**src/lmfo_pkg.sv**
```systemverilog
// lmfo_pkg: constants and types for the line mode and fault override control
package lmfo_pkg;

	// ------------------------------------------------------------
	// primary line modes
	// ------------------------------------------------------------
	typedef enum logic [2:0] {
		LMFO_FWD_BATT  = 3'h0,
		LMFO_REV_BATT  = 3'h1,
		LMFO_SCAN      = 3'h2,
		LMFO_RINGING   = 3'h3,
		LMFO_DISCON    = 3'h4,
		LMFO_TIP_AMP   = 3'h5,
		LMFO_RING_AMP  = 3'h6,
		LMFO_TR_AMP    = 3'h7
	} lmfo_mode_t;

	// ------------------------------------------------------------
	// secondary selection codes
	// ------------------------------------------------------------
	localparam logic [3:0] LMFO_SEC_METER_ON = 4'he;
	localparam logic [3:0] LMFO_SEC_ALL_OFF  = 4'hf;
	localparam logic [3:0] LMFO_SEC_VREF     = 4'hc;
	localparam int         LMFO_SEC_TEST_BIT = 3;

	// ------------------------------------------------------------
	// control states, one-hot
	// ------------------------------------------------------------
	typedef enum logic [1:0] {
		LMFO_RUN   = 2'b01,
		LMFO_FAULT = 2'b10
	} lmfo_state_t;

	// ------------------------------------------------------------
	// reset values and timing
	// ------------------------------------------------------------
	localparam lmfo_mode_t LMFO_RESET_MODE = LMFO_DISCON;
	localparam logic [3:0] LMFO_RESET_SEC  = LMFO_SEC_ALL_OFF;
	localparam logic       LMFO_HOOK_ON    = 1'b1;
	localparam logic       LMFO_HOOK_OFF   = 1'b0;
	localparam int         LMFO_CLK_PS     = 5000;
	localparam int         LMFO_FILTER_NS  = 100;
	localparam int         LMFO_FILTER_CYC = (LMFO_FILTER_NS * 1000 + LMFO_CLK_PS - 1) / LMFO_CLK_PS;

endpackage : lmfo_pkg

```
**src/lmfo_fault_if.sv**
```systemverilog
// lmfo_fault_if: raw and qualified fault level between controller and filter
`timescale 1ns/1ps
`default_nettype none
interface lmfo_fault_if;
	logic raw;
	logic active;

	modport ctrl (output raw, input active);
	modport qual (input raw, output active);
endinterface : lmfo_fault_if
`default_nettype wire

```
**src/lmfo_fault_qual.sv**
```systemverilog
// lmfo_fault_qual: debounce filter for one fault monitor level
`timescale 1ns/1ps
`default_nettype none
module lmfo_fault_qual
	import lmfo_pkg::*;
#(
	parameter int FILTER_CYCLES = LMFO_FILTER_CYC
) (
	// clock and reset
	input  wire logic  clock,
	input  wire logic  rst,
	// fault level
	lmfo_fault_if.qual flt
);

	localparam int CW = $clog2(FILTER_CYCLES + 1);

	logic          active_q;
	logic          active_d;
	logic [CW-1:0] count_q;
	logic [CW-1:0] count_d;

	// ------------------------------------------------------------
	// filter: a level must hold steady before it is believed
	// ------------------------------------------------------------
	// short monitor chatter would otherwise toggle the line in and out of all-off
	always_comb begin
		active_d = active_q;
		count_d  = '0;
		if (flt.raw != active_q) begin
			if (count_q == CW'(FILTER_CYCLES - 1)) begin
				active_d = flt.raw;
			end else begin
				count_d = count_q + 1'b1;
			end
		end
	end

	always_ff @(posedge clock or posedge rst) begin
		if (rst) begin
			active_q <= 1'b0;
			count_q  <= '0;
		end else begin
			active_q <= active_d;
			count_q  <= count_d;
		end
	end

	assign flt.active = active_q;

endmodule : lmfo_fault_qual
`default_nettype wire

```
**src/lmfo_ctrl.sv**
```systemverilog
// lmfo_ctrl: line mode, metering/test path and fault override control
`timescale 1ns/1ps
`default_nettype none
module lmfo_ctrl
	import lmfo_pkg::*;
#(
	parameter int FILTER_CYCLES = LMFO_FILTER_CYC
) (
	// clock and reset
	input  wire logic        clock,
	input  wire logic        rst,
	// mode selection pins
	input  wire lmfo_mode_t  primaryMode,
	input  wire logic [3:0]  secondaryMode,
	// supervision detectors
	input  wire logic        loopClosed,
	input  wire logic        ringTrip,
	// fault monitors
	input  wire logic        thermalFault,
	input  wire logic        batteryHigh,
	input  wire logic        batteryLow,
	// line mode applied
	output lmfo_mode_t       lineMode,
	output logic             allOff,
	output logic             faultActive,
	// metering path
	output logic             meteringPulseInputEn,
	output logic             meteringPulseOutputOe,
	// test path
	output logic             testSignalInputEn,
	output logic             testLevelOutputOe,
	// supervision
	output logic             hookStatusOut
);

	// ------------------------------------------------------------
	// fault qualification
	// ------------------------------------------------------------
	lmfo_fault_if thermIf ();
	lmfo_fault_if battIf ();

	assign thermIf.raw = thermalFault;
	assign battIf.raw  = batteryHigh | batteryLow;

	lmfo_fault_qual #(
		.FILTER_CYCLES (FILTER_CYCLES)
	) uThermQual (
		.clock (clock),
		.rst   (rst),
		.flt   (thermIf.qual)
	);

	lmfo_fault_qual #(
		.FILTER_CYCLES (FILTER_CYCLES)
	) uBattQual (
		.clock (clock),
		.rst   (rst),
		.flt   (battIf.qual)
	);

	logic faultNow;

	assign faultNow = thermIf.active | battIf.active;

	// ------------------------------------------------------------
	// decode helpers
	// ------------------------------------------------------------
	function automatic logic killsMeter(input lmfo_mode_t m);
		killsMeter = (m == LMFO_SCAN) || (m == LMFO_DISCON) || (m == LMFO_RINGING);
	endfunction : killsMeter

	function automatic logic isTestCode(input logic [3:0] s);
		isTestCode = s[LMFO_SEC_TEST_BIT] && (s != LMFO_SEC_METER_ON) && (s != LMFO_SEC_ALL_OFF);
	endfunction : isTestCode

	// ------------------------------------------------------------
	// control state
	// ------------------------------------------------------------
	lmfo_state_t state_q;
	lmfo_state_t state_d;
	lmfo_mode_t  mode_q;
	lmfo_mode_t  mode_d;
	lmfo_mode_t  lastPrim_q;
	lmfo_mode_t  lastPrim_d;
	logic [3:0]  lastSec_q;
	logic [3:0]  lastSec_d;
	logic [3:0]  sec_q;
	logic [3:0]  sec_d;
	logic        meter_q;
	logic        meter_d;
	lmfo_mode_t  savedMode_q;
	lmfo_mode_t  savedMode_d;
	logic [3:0]  savedSec_q;
	logic [3:0]  savedSec_d;
	logic        savedMeter_q;
	logic        savedMeter_d;
	logic        primChange;
	logic        secChange;

	// pin levels are remembered in every state, so that a selection made during
	// a fault does not take effect at recovery; the saved state comes back instead
	always_comb begin
		state_d      = state_q;
		mode_d       = mode_q;
		sec_d        = sec_q;
		meter_d      = meter_q;
		savedMode_d  = savedMode_q;
		savedSec_d   = savedSec_q;
		savedMeter_d = savedMeter_q;
		lastPrim_d   = primaryMode;
		lastSec_d    = secondaryMode;
		primChange   = (primaryMode != lastPrim_q);
		secChange    = (secondaryMode != lastSec_q);
		case (state_q)
			LMFO_RUN: begin
				if (faultNow) begin
					// snapshot only on first entry; a second fault joins the hold
					state_d      = LMFO_FAULT;
					savedMode_d  = mode_q;
					savedSec_d   = sec_q;
					savedMeter_d = meter_q;
				end else begin
					if (primChange) begin
						mode_d = primaryMode;
						if (killsMeter(primaryMode)) begin
							meter_d = 1'b0;
						end
						// other modes leave the metering latch untouched
					end
					if (secChange) begin
						sec_d = secondaryMode;
						if (secondaryMode == LMFO_SEC_METER_ON) begin
							meter_d = !killsMeter(primaryMode);
						end else begin
							meter_d = 1'b0;
						end
					end
				end
			end
			LMFO_FAULT: begin
				if (!faultNow) begin
					// leave only when both monitors are clear
					state_d = LMFO_RUN;
					mode_d  = savedMode_q;
					sec_d   = savedSec_q;
					meter_d = savedMeter_q;
				end
			end
			default: begin
				state_d = LMFO_RUN;
				mode_d  = LMFO_RESET_MODE;
				sec_d   = LMFO_RESET_SEC;
				meter_d = 1'b0;
			end
		endcase
	end

	always_ff @(posedge clock or posedge rst) begin
		if (rst) begin
			state_q      <= LMFO_RUN;
			mode_q       <= LMFO_RESET_MODE;
			sec_q        <= LMFO_RESET_SEC;
			meter_q      <= 1'b0;
			lastPrim_q   <= LMFO_RESET_MODE;
			lastSec_q    <= LMFO_RESET_SEC;
			savedMode_q  <= LMFO_RESET_MODE;
			savedSec_q   <= LMFO_RESET_SEC;
			savedMeter_q <= 1'b0;
		end else begin
			state_q      <= state_d;
			mode_q       <= mode_d;
			sec_q        <= sec_d;
			meter_q      <= meter_d;
			lastPrim_q   <= lastPrim_d;
			lastSec_q    <= lastSec_d;
			savedMode_q  <= savedMode_d;
			savedSec_q   <= savedSec_d;
			savedMeter_q <= savedMeter_d;
		end
	end

	// ------------------------------------------------------------
	// output decode
	// ------------------------------------------------------------
	lmfo_mode_t lineMode_d;
	logic       allOff_d;
	logic       meterIn_d;
	logic       meterOe_d;
	logic       testIn_d;
	logic       testOe_d;
	logic       hook_d;

	// outputs follow the next state so they change on the same edge as it;
	// the detectors pass through one register, a cycle of latency on hook status
	always_comb begin
		lineMode_d = mode_d;
		allOff_d   = (state_d == LMFO_FAULT);
		meterIn_d  = 1'b0;
		meterOe_d  = 1'b0;
		testIn_d   = 1'b0;
		testOe_d   = 1'b0;
		hook_d     = LMFO_HOOK_ON;
		if (state_d == LMFO_FAULT) begin
			// all paths off; line mode output still shows the held mode
			hook_d = LMFO_HOOK_OFF;
		end else begin
			meterIn_d = meter_d;
			meterOe_d = meter_d;
			testOe_d  = isTestCode(sec_d);
			testIn_d  = isTestCode(sec_d) && (sec_d != LMFO_SEC_VREF);
			case (mode_d)
				LMFO_DISCON: begin
					hook_d = LMFO_HOOK_ON;
				end
				LMFO_RINGING: begin
					hook_d = ringTrip ? LMFO_HOOK_OFF : LMFO_HOOK_ON;
				end
				default: begin
					hook_d = loopClosed ? LMFO_HOOK_OFF : LMFO_HOOK_ON;
				end
			endcase
		end
	end

	always_ff @(posedge clock or posedge rst) begin
		if (rst) begin
			lineMode              <= LMFO_RESET_MODE;
			allOff                <= 1'b0;
			faultActive           <= 1'b0;
			meteringPulseInputEn  <= 1'b0;
			meteringPulseOutputOe <= 1'b0;
			testSignalInputEn     <= 1'b0;
			testLevelOutputOe     <= 1'b0;
			hookStatusOut         <= LMFO_HOOK_ON;
		end else begin
			lineMode              <= lineMode_d;
			allOff                <= allOff_d;
			faultActive           <= allOff_d;
			meteringPulseInputEn  <= meterIn_d;
			meteringPulseOutputOe <= meterOe_d;
			testSignalInputEn     <= testIn_d;
			testLevelOutputOe     <= testOe_d;
			hookStatusOut         <= hook_d;
		end
	end

endmodule : lmfo_ctrl
`default_nettype wire

```
**config.mk**
```make
export PLATFORM = sky130hd
export DESIGN_NAME = lmfo_ctrl
export DESIGN_NICKNAME = d
export VERILOG_FILES = /design/src/lmfo_pkg.sv /design/src/lmfo_fault_if.sv /design/src/lmfo_fault_qual.sv /design/src/lmfo_ctrl.sv
export SDC_FILE = /design/constraint.sdc
export NUM_CORES = 1
export LEC_CHECK = 0
export ABC_AREA = 1
export BUFFER_PORTS_ARGS = -buffer_cell sky130_fd_sc_hd__buf_2
export CORE_ASPECT_RATIO = 0.6
export CORE_MARGIN = 4
export CORE_UTILIZATION = 35
export CTS_BUF_LIST = sky130_fd_sc_hd__clkbuf_4 sky130_fd_sc_hd__clkbuf_8
export DETAILED_ROUTE_END_ITERATION = 10
export PLACE_DENSITY = 0.56
export SLEW_MARGIN = 20
export SYNTH_ARGS = -nofsm -noshare
export SYNTH_HDL_FRONTEND = slang
export SYNTH_SLANG_ARGS = --single-unit
export TNS_END_PERCENT = 30
```
**constraint.sdc**
```tcl
create_clock -name clock -period 3.96 [get_ports clock]
set_clock_uncertainty 0.15 [all_clocks]
set_input_delay 0.594 -clock clock [delete_from_list [all_inputs] [get_ports clock]]
set_output_delay 0.594 -clock clock [all_outputs]
set_load 0.02 [all_outputs]
```
Yosys cells after proc, flatten, opt, wreduce, memory -nomap -nowiden:

Index checks and enable logic that the tools add are counted.

* $add $sub $neg: 2
* equal/unequal tests: 18
* multiplexer cells: 29
* bitwise gates (word level): 2
* reduce and logical (&&, ||, !) cells: 8

Operator list (number)
* $mux 5: 4
* $mux 1: 12
* $mux 4: 3
* $ne 4x4->1 const B: 3
* $add 5x1->5 const B: 2
* $eq 5x5->1 const B: 2
* $eq 3x2->1 const B: 3
* $mux 3: 3
* $pmux 4 s2: 1
* $eq 3x3->1 const B: 2
* $pmux 3 s2: 1
* $eq 2x2->1 const B: 2
* $eq 4x4->1 const B: 1
* $mux 2: 2
* $ne 4x4->1: 1
* $pmux 1 s2: 2
* $pmux 2 s2: 1
* $reduce_and 2->1: 2
* $logic_and 1x1->1: 3
* $ne 3x3->1: 1
* $eq 2x1->1 const B: 1
* $logic_or 1x1->1: 2
* $ne 1x1->1: 2
* $or 1x1->1: 2
* $logic_not 1->1: 1

* register bits: 42
* input port bits: 14
* output and inout bits: 10
* word-level logic and storage cells: 77

Logic depth before layout (Yosys ltp):

* depth after elaboration: 9
* gate-level depth with buffers: 14
* gate-level depth less buffers: 14

Cells and area by module:

From an unflattened synthesis, not the netlist that was laid out.

* cell total of the unflattened synthesis: 251
* area total of the unflattened synthesis: 2114.5 um^2

By module, submodules not included
* lmfo_ctrl: instances 1, cells each 181, area each 1529.0 um^2, seq. area each 772.0 um^2
* lmfo_fault_qual: instances 2, cells each 35, area each 292.8 um^2, seq. area each 150.1 um^2

Least setup slack after synthesis:

Ideal clock, no wire load.

* kind: reg-to-reg
* from: register state_q[0]
* to: register testLevelOutputOe
* library setup time: 0.130 ns
* arrival time: 1.591 ns
* path slack: 2.089 ns
* cell stages (with the launch flop): 11
* clock period less this slack: 1.871 ns
* path through: dfstp_2 > inv_1 > ha_1 > inv_1 > a21oi_1 > a311oi_2 > inv_2 > nor2_4 > inv_2 > nand2_1 > a21oi_2

* elaborated cells on any way between the ends: 12
* classes of those cells: 5 x eq/ne; 5 x mux; 2 x reduce/logical

RTL lines
* from (decl): RTL line lmfo_ctrl.sv:79 `lmfo_state_t state_q;`
* from (signal assigned): RTL line lmfo_ctrl.sv:170 `state_q <= state_d;`
* $eq 2x2->1, or another cell as far along: RTL line lmfo_ctrl.sv:114 `case (state_q)`
* $pmux 2 s2 (*): RTL line lmfo_ctrl.sv:114
* named net state_d[0]: RTL line lmfo_ctrl.sv:80 `lmfo_state_t state_d;`
* $eq 2x2->1 (*)
* named net allOff_d: RTL line lmfo_ctrl.sv:186 `logic allOff_d;`
* $mux 1 (*): RTL line lmfo_ctrl.sv:203 `if (state_d == LMFO_FAULT) begin`
* named net testOe_d: RTL line lmfo_ctrl.sv:190 `logic testOe_d;`
* to (signal assigned): RTL line lmfo_ctrl.sv:242 `testLevelOutputOe <= testOe_d;`
* to (decl): RTL line lmfo_ctrl.sv:31 `output logic testLevelOutputOe,`

Mark *: on every way through the listed nets, which the timed path passes. The rest lies on a longest branch.
A chain may end at the register's enable or synchronous reset.

Worst setup path in the final report:

* from: register state_q[0]
* to: register testLevelOutputOe

* elaborated cells on any way between the ends: 12
* classes of those cells: 5 x eq/ne; 5 x mux; 2 x reduce/logical

RTL lines (RTL line)
* $eq 2x2->1, or another cell as far along: lmfo_ctrl.sv:114
* $pmux 2 s2 (*): lmfo_ctrl.sv:114
* $eq 2x2->1 (*)
* named net allOff_d: lmfo_ctrl.sv:186
* $mux 1 (*): lmfo_ctrl.sv:203
* named net testOe_d: lmfo_ctrl.sv:190

Marked as above.

==> impl_metrics.ini <==
[run_status]
outcome = finished, final reports clean

[sta]
setup_violations = 0
hold_violations = 0
rsz0062_at_grt = false
slew_viol_final = 0
tns_ns = 0
clock.fmax_mhz = 442.2
min_period_over_period_pct = 57.11
worstMarginPinSlew_ns = 0.5312
maxSlewHeadroom_pct = 64.59
min_period_ns = 2.261

[job]
drv_cap = 0

[placed_design]
gp_congestion = 0.8109
hpwlAfterDp_mm = 3.045
port-buffer-count = 23
dp_cells = 332
placed_cell_area_um2 = 2291

[floorplanning]
die_w_um = 108.6
dieArea_um2 = 7417
start_util_pct = 37.07
die_y_um = 68.33
io_pins = 24
row_count = 21
core_um2 = 5728

[global_route]
grt_max_degree = 43
antenna_found_initial = 0
grt_pass1_wl_mm = 7.265
grt_overflow = 0
grt_usage_pct = 12.84
grt_pass1_vias = 1448

[layout]
final_cell_mix = nand2_1, inv_1, dfrtp_1
final_area_um2 = 2386
final_nets = 277
syn2layout_area_growth_pct = 12.37
drive_gt1_share_pct = 30.38
mostFrequentLayoutCell = nand2_1
diodes = 0
fin_cells = 340

[clocking]
path_clk_slew_ns = 0.08
post-cts-setup-buffers = 0
clockBufferDepth = 2
cts_inserted_buffers = 5
cts_tree = built
cts-root-buf = clkbuf_8
ctsHoldBuffers = 0
htree_levels = 2
cts_resized = 0
cts_sinks = 42
clkLatencyLatePin_ns = 0.30

[power]
p_int_mw = 0.6070
switching_share_pct = 23.55
seqPwrFrac_pct = 56.5
ir_drop_mv = 0.1571
p_leak_nw = 1.185
clockPowerShare_pct = 37.5
power_mw = 0.7940
p_per_area_nw_per_um2 = 332.8
p_sw_mw = 0.1870
p_comb_share_pct = 6.0

[setup_path]
cp.required_ns = 3.98
path_cells = ha_1, inv_1, a21oi_1, a31oi_4, nor2_4, inv_2, nand2_1, a21oi_2
ff2ff_setup_slack_ns = 1.70
arrival_ns = 2.29
cpPeakStageDelay_ns = 0.56
worst-path-buf-inv = 2
worstSetupPathType = flip-flop to flip-flop
path_max_fanout = 17
cpLargestDelayFamily = flip-flops
startpoint_type = flip-flop
worst_path_max_delay_cell = dfstp_2
end_kind = flip-flop

[synthesis]
synth_cells = 234
synth-seq-cells = 42
ys_types = 34
syn_area_um2 = 2123
synth_warnings = 0
synth-seq-area-share_pct = 50.50
syn_avg_cell_area_um2 = 9.074
yosysTopAreaCell = dfrtp_1
synth_area_leaders = dfrtp_1, dfstp_2, nand2_1
syn_nets = 252
yosysTopAreaCellShare_pct = 29.46

[routing]
drt-wirelength-per-cell_um = 12.43
drt_pass1_iterations = 4
vias = 1490
drtIter0Drc = 71
routed_wl_mm = 4.226
routed_via_density = 4.382
postRouteAntennaNets = 0
drc = 0

[worst_hold_path]
hold_path_class = primary input to async pin
[cells in the mapped netlist, drive strengths merged]
master / number
nand2: 46
inv: 33
nor2: 26
dfrtp: 25
o21ai: 25
nand3: 19
dfstp: 17
a21oi: 10
xor2: 9
buf: 4
ha: 4
xnor2: 3
clkbuf: 2
o211ai: 2
or2: 2
a311oi: 1
a31oi: 1
clkinv: 1
mux2: 1
nand3b: 1
nor4: 1
o21a: 1
[registers in the layout, indices dropped and copies added, names as in the netlist, 2 cells and up]
| name | cells |
|---|---|
| uBattQual.count_q | 5 |
| uThermQual.count_q | 5 |
| lastSec_q | 4 |
| savedSec_q | 4 |
| sec_q | 4 |
| lastPrim_q | 3 |
| lineMode | 3 |
| savedMode_q | 3 |
| state_q | 2 |
[power by group through the flow]
| stage | sequential (mW) | clock (mW) | combinational (mW) |
|---|---|---|---|
| 2_1_floorplan | 0.455 | 0 | 0.0311 |
| 3_3_place_gp | 0.456 | 0 | 0.0490 |
| 3_5_place_dp | 0.456 | 0 | 0.0495 |
| 4_1_cts | 0.448 | 0.308 | 0.0495 |
| 5_1_grt | 0.450 | 0.328 | 0.0560 |
| 6_report | 0.448 | 0.298 | 0.0480 |
[cells by family after synthesis]
family	synth area share, %
and+or+nand+nor	21.27
DFF	50.50
AOI/OAI and AO/OA	11.73
buffers and inverters	8.662
xor gates and xnor gates	4.950
adders and majority gates	2.357
muxes	0.5303
[layer usage]
metal / share of wire [%] / global-route usage (%) / vias to the layer above / wire [µm]
li1: - / - / 792 / -
met1: 60 / 21.15 / 658 / 2552
met2: 33 / 14.85 / 35 / 1380
met3: 5.9 / 4.053 / 5 / 250
met4: 1.0 / 3.780 / 0 / 43
met5: 0 / 0 / - / 0
[worst paths after layout]
kind                                           startpoint  depth (start not counted)                              to
setup / recovery                     state_q[0]$_DFF_PP1_                          8     testLevelOutputOe$_DFF_PP0_
min in group clock                       secondaryMode[3]                          1          lastSec_q[3]$_DFF_PP1_
hold / removal                                        rst                          3           lineMode[0]$_DFF_PP0_
hold reg to reg            uBattQual.count_q[0]$_DFF_PP0_                          1  uBattQual.count_q[0]$_DFF_PP0_
setup reg to reg                     state_q[0]$_DFF_PP1_                          8     testLevelOutputOe$_DFF_PP0_
max in group asynchronous                             rst                          3       savedSec_q[2]$_DFFE_PP1P_
[layout make-up]
class / instances / area (µm²)
repair buffers: 24 / 122.6
clock inverters: 1 / 5.005
inverters: 34 / 128.9
well taps: 80 / 100.1
clock buffers: 7 / 90.09
fillers: 590 / 3342
flip-flops and latches: 42 / 1072
multi-input cells: 152 / 867.1
[worst register-to-register path: stages (launching register included)]
cell	delay, ns
dfstp_2	0.56
ha_1	0.38
inv_1	0.32
a21oi_1	0.30
a31oi_4	0.06
nor2_4	0.19
inv_2	0.04
nand2_1	0.11
a21oi_2	0.04
[stage by stage]
step	hold WS (ns)	setup WS (ns)	utilization, %
after floorplan	0.2812	2.089	-
after global placement	0.3043	1.760	40.00
after detailed placement	0.3004	1.719	40.00
after CTS	0.2660	1.695	41.66
after global routing	0.2628	1.514	41.66
final	0.2686	1.699	41.66
No activity file was read; power rests on OpenSTA's default activity.
